[config.mk]
export PLATFORM = sky130hd
export DESIGN_NAME = gei_event_irq
export DESIGN_NICKNAME = d
export VERILOG_FILES = /design/src/gei_pkg.sv /design/src/gei_sticky_bank.sv /design/src/gei_event_msg.sv /design/src/gei_event_irq.sv
export SDC_FILE = /design/constraint.sdc
export NUM_CORES = 1
export LEC_CHECK = 0
export BUFFER_PORTS_ARGS = -buffer_cell sky130_fd_sc_hd__buf_2
export CORE_UTILIZATION = 58
export DETAILED_ROUTE_END_ITERATION = 8
export MAX_ROUTING_LAYER = met4
export PLACE_DENSITY = 0.8
export SLEW_MARGIN = 20
export SYNTH_ARGS = -nofsm -noshare
export SYNTH_HDL_FRONTEND = slang
export SYNTH_HIERARCHICAL = 1
export SYNTH_SLANG_ARGS = --single-unit
[constraint.sdc]
create_clock -name i_mclk -period 1.7 [get_ports i_mclk]
set_input_delay 0.255 -clock i_mclk [delete_from_list [all_inputs] [get_ports i_mclk]]
set_output_delay 0.255 -clock i_mclk [all_outputs]
set_load 0.005 [all_outputs]
[src/gei_pkg.sv]
// Constants and carrier types shared by the graphics event and interrupt unit.
// Assumes one clock domain; all offsets are byte addresses of 32-bit registers.
package gei_pkg;

  localparam int ADDR_W = 22;

  // Configuration space offsets
  localparam logic [7:0] CFG_SW_EVENT = 8'he0;
  localparam logic [7:0] CFG_DISP_EVENT = 8'he4;
  localparam logic [7:0] CFG_FW_STORE = 8'hfc;

  // Memory-mapped window and register offsets
  localparam logic [ADDR_W-1:0] MM_WIN_LO = 22'h181000;
  localparam logic [ADDR_W-1:0] MM_WIN_HI = 22'h182fff;
  localparam logic [ADDR_W-1:0] MM_ID_ALIAS = 22'h182084;
  localparam logic [ADDR_W-1:0] MM_SCRATCH0 = 22'h18209c;
  localparam logic [ADDR_W-1:0] MM_IRQ_ENABLE = 22'h1820a0;
  localparam logic [ADDR_W-1:0] MM_IRQ_IDENT = 22'h1820a4;
  localparam logic [ADDR_W-1:0] MM_IRQ_MASK = 22'h1820a8;
  localparam logic [ADDR_W-1:0] MM_IRQ_LIVE = 22'h1820ac;
  localparam logic [ADDR_W-1:0] MM_ERR_IDENT = 22'h1820b0;
  localparam logic [ADDR_W-1:0] MM_ERR_MASK = 22'h1820b4;
  localparam logic [ADDR_W-1:0] MM_ERR_LIVE = 22'h1820b8;
  localparam logic [ADDR_W-1:0] MM_PWR_CTX = 22'h182120;

  // Field positions
  localparam int SEL_BIT = 15;
  localparam int TRIG_BIT = 0;
  localparam int SCR_LO = 1;
  localparam int SCR_HI = 14;
  localparam int DISP_BIT = 0;
  localparam int MERR_BIT = 15;

  // Reset values
  localparam logic [31:0] RST_WORD = 32'h0;
  localparam logic [13:0] RST_SCRATCH = 14'h0;

  // One register access request
  typedef struct packed {
    logic wr;
    logic rd;
    logic [3:0] be;
    logic [ADDR_W-1:0] addr;
    logic [31:0] wdata;
  } gei_acc_t;

  // Answer to a register access
  typedef struct packed {
    logic ack;
    logic claim;
    logic [31:0] rdata;
  } gei_rsp_t;

endpackage

[src/gei_sticky_bank.sv]
// Bank of sticky status bits: hardware sets, software clears by writing one.
// Assumes set and clear inputs come from logic on the same clock.
`timescale 1ns/1ns
`default_nettype none
module gei_sticky_bank #(
  parameter int W = 32
) (
  input wire logic i_mclk,
  input wire logic i_nrst,
  input wire logic [W-1:0] i_set,
  input wire logic [W-1:0] i_clr,
  input wire logic i_load,
  input wire logic [W-1:0] i_load_val,
  output logic [W-1:0] o_bits
);

  typedef struct packed {
    logic [W-1:0] bits;
  } gei_sticky_t;

  gei_sticky_t st;
  gei_sticky_t next_st;

  always_comb begin
    next_st = st;
    if (i_load) begin
      next_st.bits = i_load_val;
    end
    next_st.bits = next_st.bits & ~i_clr;
    next_st.bits = next_st.bits | i_set;
  end

  always_ff @(posedge i_mclk or negedge i_nrst) begin
    if (!i_nrst) begin
      st <= '0;
    end else begin
      st <= next_st;
    end
  end

  assign o_bits = st.bits;

endmodule
`default_nettype wire

[src/gei_event_msg.sv]
// Upstream event message sender: holds SCI and SMI requests until the link takes them.
// Assumes the link accepts a message in any cycle where valid and ready are both high.
`timescale 1ns/1ns
`default_nettype none
module gei_event_msg (
  input wire logic i_mclk,
  input wire logic i_nrst,
  input wire logic i_req_sci,
  input wire logic i_req_smi,
  input wire logic i_msg_ready,
  output logic o_msg_valid,
  output logic o_msg_is_sci
);

  typedef struct packed {
    logic pend_sci;
    logic pend_smi;
    logic valid;
    logic is_sci;
  } gei_msg_t;

  gei_msg_t st;
  gei_msg_t next_st;

  always_comb begin
    next_st = st;
    if (st.valid && i_msg_ready) begin
      next_st.valid = 1'b0;
    end
    if (!next_st.valid) begin
      if (st.pend_sci) begin
        next_st.valid = 1'b1;
        next_st.is_sci = 1'b1;
        next_st.pend_sci = 1'b0;
      end else if (st.pend_smi) begin
        next_st.valid = 1'b1;
        next_st.is_sci = 1'b0;
        next_st.pend_smi = 1'b0;
      end
    end
    if (i_req_sci) begin
      next_st.pend_sci = 1'b1;
    end
    if (i_req_smi) begin
      next_st.pend_smi = 1'b1;
    end
  end

  always_ff @(posedge i_mclk or negedge i_nrst) begin
    if (!i_nrst) begin
      st <= '0;
    end else begin
      st <= next_st;
    end
  end

  assign o_msg_valid = st.valid;
  assign o_msg_is_sci = st.is_sci;

endmodule
`default_nettype wire

[src/gei_event_irq.sv]
// Event and interrupt unit of the graphics device: software event, display event,
// firmware storage, the interrupt identity, enable, mask and live status set, and the error identity, mask and live status set.
// Assumes the configuration and memory-mapped ports and the sources share i_mclk.
`timescale 1ns/1ns
`default_nettype none
module gei_event_irq #(
  parameter int IRQ_W = 32,
  parameter int ERR_W = 32
) (
  input wire logic i_mclk,
  input wire logic i_nrst,
  input wire gei_pkg::gei_acc_t i_cfg,
  input wire gei_pkg::gei_acc_t i_mmio,
  input wire logic [IRQ_W-1:0] i_irq_src,
  input wire logic [ERR_W-1:0] i_err_src,
  input wire logic i_msg_ready,
  output gei_pkg::gei_rsp_t o_cfg_rsp,
  output gei_pkg::gei_rsp_t o_mmio_rsp,
  output logic o_cpu_irq,
  output logic o_msg_valid,
  output logic o_msg_is_sci
);

  typedef struct packed {
    logic sel;
    logic [13:0] scratch;
    logic trig;
    logic [31:0] disp;
    logic [31:0] fw;
    logic [31:0] scpd;
    logic [IRQ_W-1:0] irq_en;
    logic [IRQ_W-1:0] irq_msk;
    logic [ERR_W-1:0] err_msk;
    logic [31:0] pwr_ctx;
    logic disp_pulse;
    gei_pkg::gei_rsp_t cfg_rsp;
    gei_pkg::gei_rsp_t mm_rsp;
    logic cpu_irq;
  } gei_top_t;

  gei_top_t st;
  gei_top_t next_st;

  logic [IRQ_W-1:0] ident;
  logic [ERR_W-1:0] err_ident;
  logic [IRQ_W-1:0] live_stat;
  logic [IRQ_W-1:0] ident_set;
  logic [IRQ_W-1:0] ident_clr;
  logic ident_load;
  logic [IRQ_W-1:0] ident_load_val;
  logic [ERR_W-1:0] err_set;
  logic [ERR_W-1:0] err_clr;
  logic req_sci;
  logic req_smi;
  logic cfg_wr_sw;
  logic cfg_wr_disp;
  logic cfg_wr_fw;
  logic mm_hit;
  logic mm_wr;
  logic [31:0] mm_wmask;
  logic [31:0] sw_word;
  logic [31:0] sw_new;

  // Byte-enable merge of a write into a stored word
  function automatic logic [31:0] merge(input logic [31:0] old, input logic [31:0] wd,
                                        input logic [3:0] be);
    logic [31:0] res;
    res = old;
    for (int b = 0; b < 4; b++) begin
      if (be[b]) begin
        res[8*b +: 8] = wd[8*b +: 8];
      end
    end
    return res;
  endfunction

  // Word mask with ones in the enabled byte lanes
  function automatic logic [31:0] lane_mask(input logic [3:0] be);
    logic [31:0] res;
    res = '0;
    for (int b = 0; b < 4; b++) begin
      res[8*b +: 8] = {8{be[b]}};
    end
    return res;
  endfunction

  // Configuration write decode
  always_comb begin
    cfg_wr_sw = i_cfg.wr && (i_cfg.addr[7:0] == gei_pkg::CFG_SW_EVENT);
    cfg_wr_disp = i_cfg.wr && (i_cfg.addr[7:0] == gei_pkg::CFG_DISP_EVENT);
    cfg_wr_fw = i_cfg.wr && (i_cfg.addr[7:0] == gei_pkg::CFG_FW_STORE);
  end

  // Software event register as a 32-bit word
  always_comb begin
    sw_word = gei_pkg::RST_WORD;
    sw_word[gei_pkg::SEL_BIT] = st.sel;
    sw_word[gei_pkg::SCR_HI:gei_pkg::SCR_LO] = st.scratch;
    sw_word[gei_pkg::TRIG_BIT] = st.trig;
    sw_new = merge(sw_word, i_cfg.wdata, i_cfg.be);
  end

  // Software event requests from trigger transitions
  always_comb begin
    req_sci = 1'b0;
    req_smi = 1'b0;
    if (cfg_wr_sw && !st.trig && sw_new[gei_pkg::TRIG_BIT]) begin
      if (sw_new[gei_pkg::SEL_BIT]) begin
        req_sci = 1'b1;
      end else begin
        req_smi = 1'b1;
      end
    end
  end

  // Memory-mapped window decode
  always_comb begin
    mm_hit = (i_mmio.addr >= gei_pkg::MM_WIN_LO) && (i_mmio.addr <= gei_pkg::MM_WIN_HI);
    mm_wr = i_mmio.wr && mm_hit;
    mm_wmask = lane_mask(i_mmio.be);
  end

  // Live interrupt status
  always_comb begin
    live_stat = i_irq_src;
    live_stat[gei_pkg::DISP_BIT] = st.disp_pulse;
    live_stat[gei_pkg::MERR_BIT] = |err_ident;
  end

  // Identity latch controls
  always_comb begin
    ident_set = live_stat & ~st.irq_msk;
    ident_clr = '0;
    ident_load = 1'b0;
    ident_load_val = ident;
    if (mm_wr && (i_mmio.addr == gei_pkg::MM_IRQ_IDENT)) begin
      ident_clr = i_mmio.wdata[IRQ_W-1:0] & mm_wmask[IRQ_W-1:0];
    end
    if (mm_wr && (i_mmio.addr == gei_pkg::MM_ID_ALIAS)) begin
      ident_load = 1'b1;
      ident_load_val = IRQ_W'(merge(32'(ident), i_mmio.wdata, i_mmio.be));
    end
  end

  // Error latch controls
  always_comb begin
    err_set = i_err_src & ~st.err_msk;
    err_clr = '0;
    if (mm_wr && (i_mmio.addr == gei_pkg::MM_ERR_IDENT)) begin
      err_clr = i_mmio.wdata[ERR_W-1:0] & mm_wmask[ERR_W-1:0];
    end
  end

  gei_sticky_bank #(
    .W(IRQ_W)
  ) u_irq_ident (
    .i_mclk(i_mclk),
    .i_nrst(i_nrst),
    .i_set(ident_set),
    .i_clr(ident_clr),
    .i_load(ident_load),
    .i_load_val(ident_load_val),
    .o_bits(ident)
  );

  gei_sticky_bank #(
    .W(ERR_W)
  ) u_err_ident (
    .i_mclk(i_mclk),
    .i_nrst(i_nrst),
    .i_set(err_set),
    .i_clr(err_clr),
    .i_load(1'b0),
    .i_load_val('0),
    .o_bits(err_ident)
  );

  gei_event_msg u_msg (
    .i_mclk(i_mclk),
    .i_nrst(i_nrst),
    .i_req_sci(req_sci),
    .i_req_smi(req_smi),
    .i_msg_ready(i_msg_ready),
    .o_msg_valid(o_msg_valid),
    .o_msg_is_sci(o_msg_is_sci)
  );

  // Register state update
  always_comb begin
    next_st = st;
    next_st.disp_pulse = 1'b0;
    if (cfg_wr_sw) begin
      next_st.sel = sw_new[gei_pkg::SEL_BIT];
      next_st.scratch = sw_new[gei_pkg::SCR_HI:gei_pkg::SCR_LO];
      next_st.trig = sw_new[gei_pkg::TRIG_BIT];
    end
    if (cfg_wr_disp) begin
      next_st.disp = merge(st.disp, i_cfg.wdata, i_cfg.be);
      next_st.disp_pulse = |i_cfg.be;
    end
    if (cfg_wr_fw) begin
      next_st.fw = merge(st.fw, i_cfg.wdata, i_cfg.be);
    end
    if (mm_wr) begin
      unique case (i_mmio.addr)
        gei_pkg::MM_SCRATCH0: begin
          next_st.scpd = merge(st.scpd, i_mmio.wdata, i_mmio.be);
        end
        gei_pkg::MM_IRQ_ENABLE: begin
          next_st.irq_en = IRQ_W'(merge(32'(st.irq_en), i_mmio.wdata, i_mmio.be));
        end
        gei_pkg::MM_IRQ_MASK: begin
          next_st.irq_msk = IRQ_W'(merge(32'(st.irq_msk), i_mmio.wdata, i_mmio.be));
        end
        gei_pkg::MM_ERR_MASK: begin
          next_st.err_msk = ERR_W'(merge(32'(st.err_msk), i_mmio.wdata, i_mmio.be));
        end
        gei_pkg::MM_PWR_CTX: begin
          next_st.pwr_ctx = merge(st.pwr_ctx, i_mmio.wdata, i_mmio.be);
        end
        default: begin
        end
      endcase
    end

    // Configuration answers
    next_st.cfg_rsp.ack = i_cfg.wr || i_cfg.rd;
    next_st.cfg_rsp.claim = i_cfg.wr || i_cfg.rd;
    next_st.cfg_rsp.rdata = gei_pkg::RST_WORD;
    if (i_cfg.rd) begin
      unique case (i_cfg.addr[7:0])
        gei_pkg::CFG_SW_EVENT: begin
          next_st.cfg_rsp.rdata = sw_word;
        end
        gei_pkg::CFG_DISP_EVENT: begin
          next_st.cfg_rsp.rdata = st.disp;
        end
        gei_pkg::CFG_FW_STORE: begin
          next_st.cfg_rsp.rdata = st.fw;
        end
        default: begin
        end
      endcase
    end

    // Memory-mapped answers; unmapped offsets in the window read zero
    next_st.mm_rsp.ack = (i_mmio.wr || i_mmio.rd) && mm_hit;
    next_st.mm_rsp.claim = (i_mmio.wr || i_mmio.rd) && mm_hit;
    next_st.mm_rsp.rdata = gei_pkg::RST_WORD;
    if (i_mmio.rd && mm_hit) begin
      unique case (i_mmio.addr)
        gei_pkg::MM_ID_ALIAS, gei_pkg::MM_IRQ_IDENT: begin
          next_st.mm_rsp.rdata = 32'(ident);
        end
        gei_pkg::MM_SCRATCH0: begin
          next_st.mm_rsp.rdata = st.scpd;
        end
        gei_pkg::MM_IRQ_ENABLE: begin
          next_st.mm_rsp.rdata = 32'(st.irq_en);
        end
        gei_pkg::MM_IRQ_MASK: begin
          next_st.mm_rsp.rdata = 32'(st.irq_msk);
        end
        gei_pkg::MM_IRQ_LIVE: begin
          next_st.mm_rsp.rdata = 32'(live_stat);
        end
        gei_pkg::MM_ERR_IDENT: begin
          next_st.mm_rsp.rdata = 32'(err_ident);
        end
        gei_pkg::MM_ERR_MASK: begin
          next_st.mm_rsp.rdata = 32'(st.err_msk);
        end
        gei_pkg::MM_ERR_LIVE: begin
          next_st.mm_rsp.rdata = 32'(i_err_src);
        end
        gei_pkg::MM_PWR_CTX: begin
          next_st.mm_rsp.rdata = st.pwr_ctx;
        end
        default: begin
        end
      endcase
    end

    next_st.cpu_irq = |(ident & st.irq_en);
  end

  always_ff @(posedge i_mclk or negedge i_nrst) begin
    if (!i_nrst) begin
      st.sel <= 1'b0;
      st.scratch <= gei_pkg::RST_SCRATCH;
      st.trig <= 1'b0;
      st.disp <= gei_pkg::RST_WORD;
      st.fw <= gei_pkg::RST_WORD;
      st.scpd <= gei_pkg::RST_WORD;
      st.irq_en <= '0;
      st.irq_msk <= '0;
      st.err_msk <= '0;
      st.pwr_ctx <= gei_pkg::RST_WORD;
      st.disp_pulse <= 1'b0;
      st.cfg_rsp <= '0;
      st.mm_rsp <= '0;
      st.cpu_irq <= 1'b0;
    end else begin
      st <= next_st;
    end
  end

  assign o_cfg_rsp = st.cfg_rsp;
  assign o_mmio_rsp = st.mm_rsp;
  assign o_cpu_irq = st.cpu_irq;

endmodule
`default_nettype wire

# After elaboration in Yosys (flattened, before gate mapping)
# Cells that the tools add are included.
dict set report word_totals {
  elab_cells 155
  reg_bits 376
  out_inout_bits 71
  in_bits 187
}
dict set report classes {
  n_bitwise 13
  eq_ne 16
  n_reduce_logical 53
  muxes 27
  order_cmp 2
}
# op count
set op_table {}
lappend op_table {{one-hot mux 32 bit (9 select lines)} 1}
lappend op_table {{equality test 22 x 21 -> 1 bit (second input constant)} 10}
lappend op_table {{AND 32 bit} 6}
lappend op_table {{two-way mux 32 bit} 6}
lappend op_table {{inverter 32 bit} 4}
lappend op_table {{one-hot mux 32 bit (3 select lines)} 1}
lappend op_table {{bitwise OR 32 bit} 2}
lappend op_table {{OR reduction 32 bit} 2}
lappend op_table {{AND reduction 3 bit} 20}
lappend op_table {{two-way mux 8 bit} 5}
lappend op_table {{equality test 8 bit (second input constant)} 3}
lappend op_table {{AND reduction 2 bit} 12}
lappend op_table {{>= comparator 22 x 21 -> 1 bit (second input constant)} 1}
lappend op_table {{less-or-equal comparator 22 x 21 -> 1 bit (second input constant)} 1}
lappend op_table {{logical AND 1 bit} 13}
lappend op_table {{two-way mux 1 bit} 11}
lappend op_table {{inequality test 2 bit (second input constant)} 3}
lappend op_table {{two-way mux 2 bit} 2}
lappend op_table {{two-way mux 4 bit} 1}
lappend op_table {{OR reduction 4 bit} 1}
lappend op_table {{logical OR 1 bit} 2}
lappend op_table {{nonzero test 2 bit} 1}
lappend op_table {{OR reduction 2 bit} 1}
lappend op_table {{zero test 1 bit} 1}
lappend op_table {{inverter 1 bit} 1}

# Depth between registers and ports, before layout
dict set report depth {
  word_depth 8
  ltp_mapped 9
  mapped_depth_nobuf 7
}

# Modules after synthesis
# The synthesis kept the hierarchy.
# mod instances seq_area_each_um2 cells_per_inst area_per_inst_um2
set by_module_without_submodules {}
lappend by_module_without_submodules {gei_event_irq 1 7707.4 1397 15990.3}
lappend by_module_without_submodules {gei_sticky_bank 2 800.8 100 1432.6}
lappend by_module_without_submodules {gei_event_msg 1 100.1 13 157.7}

# Worst setup path before layout
# Ideal clock, no wire load.
dict set report synth_path {
  path_type {input to register}
  start {input port i_mmio[38] (netlist bit)}
  end {register u_irq_ident.st (netlist bit u_irq_ident/o_bits[27])}
  slack_ns -0.486
  path_stages 8
  setup_time_ns 0.124
  t_arrival_ns 2.063
  path_buffers 2
  t_required_ns 1.576
  path_cell_list {nor4_4 nand3_1 nor3_2 and4b_1 buf_6 buf_12 mux2i_1 o21bai_1}
}
# element line_no
set synth_rtl {}
lappend synth_rtl {{start: declaration} gei_event_irq.sv:13} ;# input wire gei_pkg::gei_acc_t i_mmio,
lappend synth_rtl {{end signal: assignment} gei_sticky_bank.sv:37} ;# st <= next_st;
lappend synth_rtl {{end: declaration} gei_sticky_bank.sv:21} ;# gei_sticky_t st;

==> reports/metrics.yaml <==
cp_cell_sequence: "buf_2 -> buf_4 -> nor2b_2 -> nand2_1 -> nor3_4 -> and4b_2 -> buf_4 -> buf_12 -> mux2i_1 -> o21bai_1"
max_stage_delay_ps: 340
stdcell_count: 2500
io_pins: 258
ys.warnings.count: 6
yosysTopAreaCellShare: 0.495
whs_path_depth: 2
grt_pass1_vias: 16000
cpMaxStageDelayCell: "and4b_2"
ant_nets: 0
finalWorstSetupSlack_ps: -116
tightestPinTransition_ps: 541
cts_tree: "yes"
worstHoldPathType: "in2reg"
fmax_mhz: 551
tns_ps: -2510
synth_top_area_cell: "dfrtp_1"
synth_cell_type_count: 56
root_buffer: "clkbuf_16"
hold_violations: 0
async_reset_ff_frac: 1.00
gr-total-overflow: 0
cp.arrival_ps: 2220
rows: 65
synth.ff_latch_count: 376
antenna_found_initial: 8
clkLatencyLatePin_ps: 550
dp_hpwl_mm: 40.1
worstPathMaxFanout: 8
routed_wl_mm: 62.0
rsz0062_at_grt: "true"
area_growth_pct: 29.1
clk_path_buf_depth: 3
coreArea_um2: 31900
grt_pass1_wl_mm: 91.3
multi_input_area_um2: 9600
relSlewSlack: 0.639
first_pass_iters: 6
synth_edf_count: 0
finalClockSkew_ps: 16.4
synth_area_leaders: "dfrtp_1 (49%), mux2_2 (15%), mux2i_1 (5.2%)"
setup_viol: 59
fill_cells: 1993
routed_via_density: 6.36
die_area_um2: 33500
syn_avg_cell_area_um2: 11.8
regArea_um2: 9410
syn_area_um2: 19000
leakagePower_nw: 11.6
yosys-top-cells-count: "dfrtp_1 (376), mux2_2 (251), nand2_1 (115), mux2i_1 (98), buf_4 (68)"
worst_r2r_path_depth: 6
max_cap_violations: 0
cts_made_buffers: 40
peakVddDrop_mv: 0.770
fin_crit_sh: 1.07
gp_congestion: 0.960
num_vias: 15900
synth_most_common_cell: "dfrtp_1"
slew_viol_final: 0
cts.clk_slew.worst_paths_ps: 60
h-tree-depth: 2
track_usage: 0.369
grt_max_degree: 71
cp_common_cell: "buf_4"
postSynthCellCount: 1610
drive_above_1_share: 0.448
port_buffers: 241
start_util: 0.596
cp-end-kind: "flop"
violations: "negative setup slack"
fin_nets: 2214
die_h_um: 183
cp.required_ps: 2100
place_inst: 2368
synthFlopType: "dfrtp_1"
drt_iter0_markers: 1559
dieWidth_um: 183
route.detailed.drc: 0
status: "finished, violations left"
wl_per_cell_um: 24.8
worst_setup_path_start_kind: "input pin"
powerDensity_nw_per_um2: 786
synth-seq-area-share: 0.495
path_class: "in2reg"
numClockSinks: 376
fin_crit_ps: 1820
## routing by layer
layer / share of wire / GRT usage / vias to the layer above
met3: 0.10 / 0.0768 / 248
met4: 0.050 / 0.163 / 0
met5: 0 / - / -
li1: - / - / 6727
met2: 0.47 / 0.579 / 1035
met1: 0.38 / 0.463 / 7899
## final timing paths
kind | to | slack (ps) | start
worst max-delay path | u_irq_ident/o_bits[23]$_DFF_PN0_ | -120 | i_mmio[34]
worst min-delay path | st[230]$_DFFE_PN0P_ | 20 | i_cfg[0]
worst max register to register | o_mmio_rsp[15]$_DFF_PN0_ | -100 | u_err_ident/o_bits[30]$_DFF_PN0_
worst min register to register | st[95]$_DFFE_PN0P_ | 490 | st[95]$_DFFE_PN0P_
max in group asynchronous | st[145]$_DFFE_PN0P_ | 780 | i_nrst
min in group asynchronous | st[129]$_DFFE_PN0P_ | 210 | i_nrst
## registers in the layout (all words and copies together), names as in the netlist
register	flops
u_irq_ident/o_bits	32
u_msg/st	2
o_cpu_irq	1
live_stat	1
u_msg/o_msg_valid	1
o_mmio_rsp	33
u_msg/o_msg_is_sci	1
st	240
u_err_ident/o_bits	32
o_cfg_rsp	33
## worst max-delay path: cells and delay by family
kind            cells  cell delay [ps]
simple gates        4             1040
buf+inv             4              540
mux                 1              250
compound gates      1              120
## timing repair
action                                  CTS  global route
gates resized for setup                  15           109
endpoints found under the setup margin   24           111
gates cloned                              0             4
hold buffers                             34             0
setup buffers                             1            15
pin swaps                                10            43
hold endpoints to repair                129             0
## placed cells by master (no fill, tap or decap), drive strengths merged, types with 12 or more instances in the layout
master / instances
nor4: 47
a31oi: 31
a222oi: 16
and3: 12
nor3: 12
nand3: 19
dlygate4sd3: 34
buf: 460
dfrtp: 376
a31o: 27
clkbuf: 63
nand2: 115
mux2i: 98
nor2b: 67
conb: 33
a41oi: 31
a22oi: 59
and2: 66
o21bai: 64
mux2: 272
a22o: 33
nor2: 50
## where the power goes
group          total (mW)  internal, mW  switching [mW]  leakage (nW)
Sequential           9.13          9.05          0.0786          4.94
Combinational        1.41         0.603           0.803          6.05
Clock                8.76          5.11            3.64         0.643
## metrics by stage
stage	area [um2]	hold slack, ps	power (mW)	util	setup WS, ps
2_1_floorplan	19500	-40.6	9.72	-	-341
6_report	24600	19.0	19.3	0.770	-116
5_1_grt	24600	21.6	19.8	0.770	-167
3_5_place_dp	22100	179	10.5	0.693	-554
4_1_cts	23800	3.53	19.3	0.746	-27.1
3_3_place_gp	22100	181	10.5	0.693	-584
## area by class of cell
type                       instances  area share
sequential                       376       0.383
tap                              435      0.0222
inverter                           6    0.000917
clock inverter                    11     0.00489
timing repair buffer             496       0.149
clock buffer                      61      0.0481
antenna                            8    0.000815
multi-input combinational       1107       0.391
## logic make-up (layout without fill, tap and decap cells)
group | Yosys count | in the layout | synth area share
other cells | 1 | 41 | 0.000197
buf+inv | 159 | 574 | 0.0523
compound gates | 279 | 279 | 0.117
flops | 376 | 376 | 0.495
xor+xnor | 1 | 1 | 0.000461
mux | 370 | 370 | 0.213
simple gates | 424 | 424 | 0.122
No activity file was read; power rests on OpenSTA's default activity.
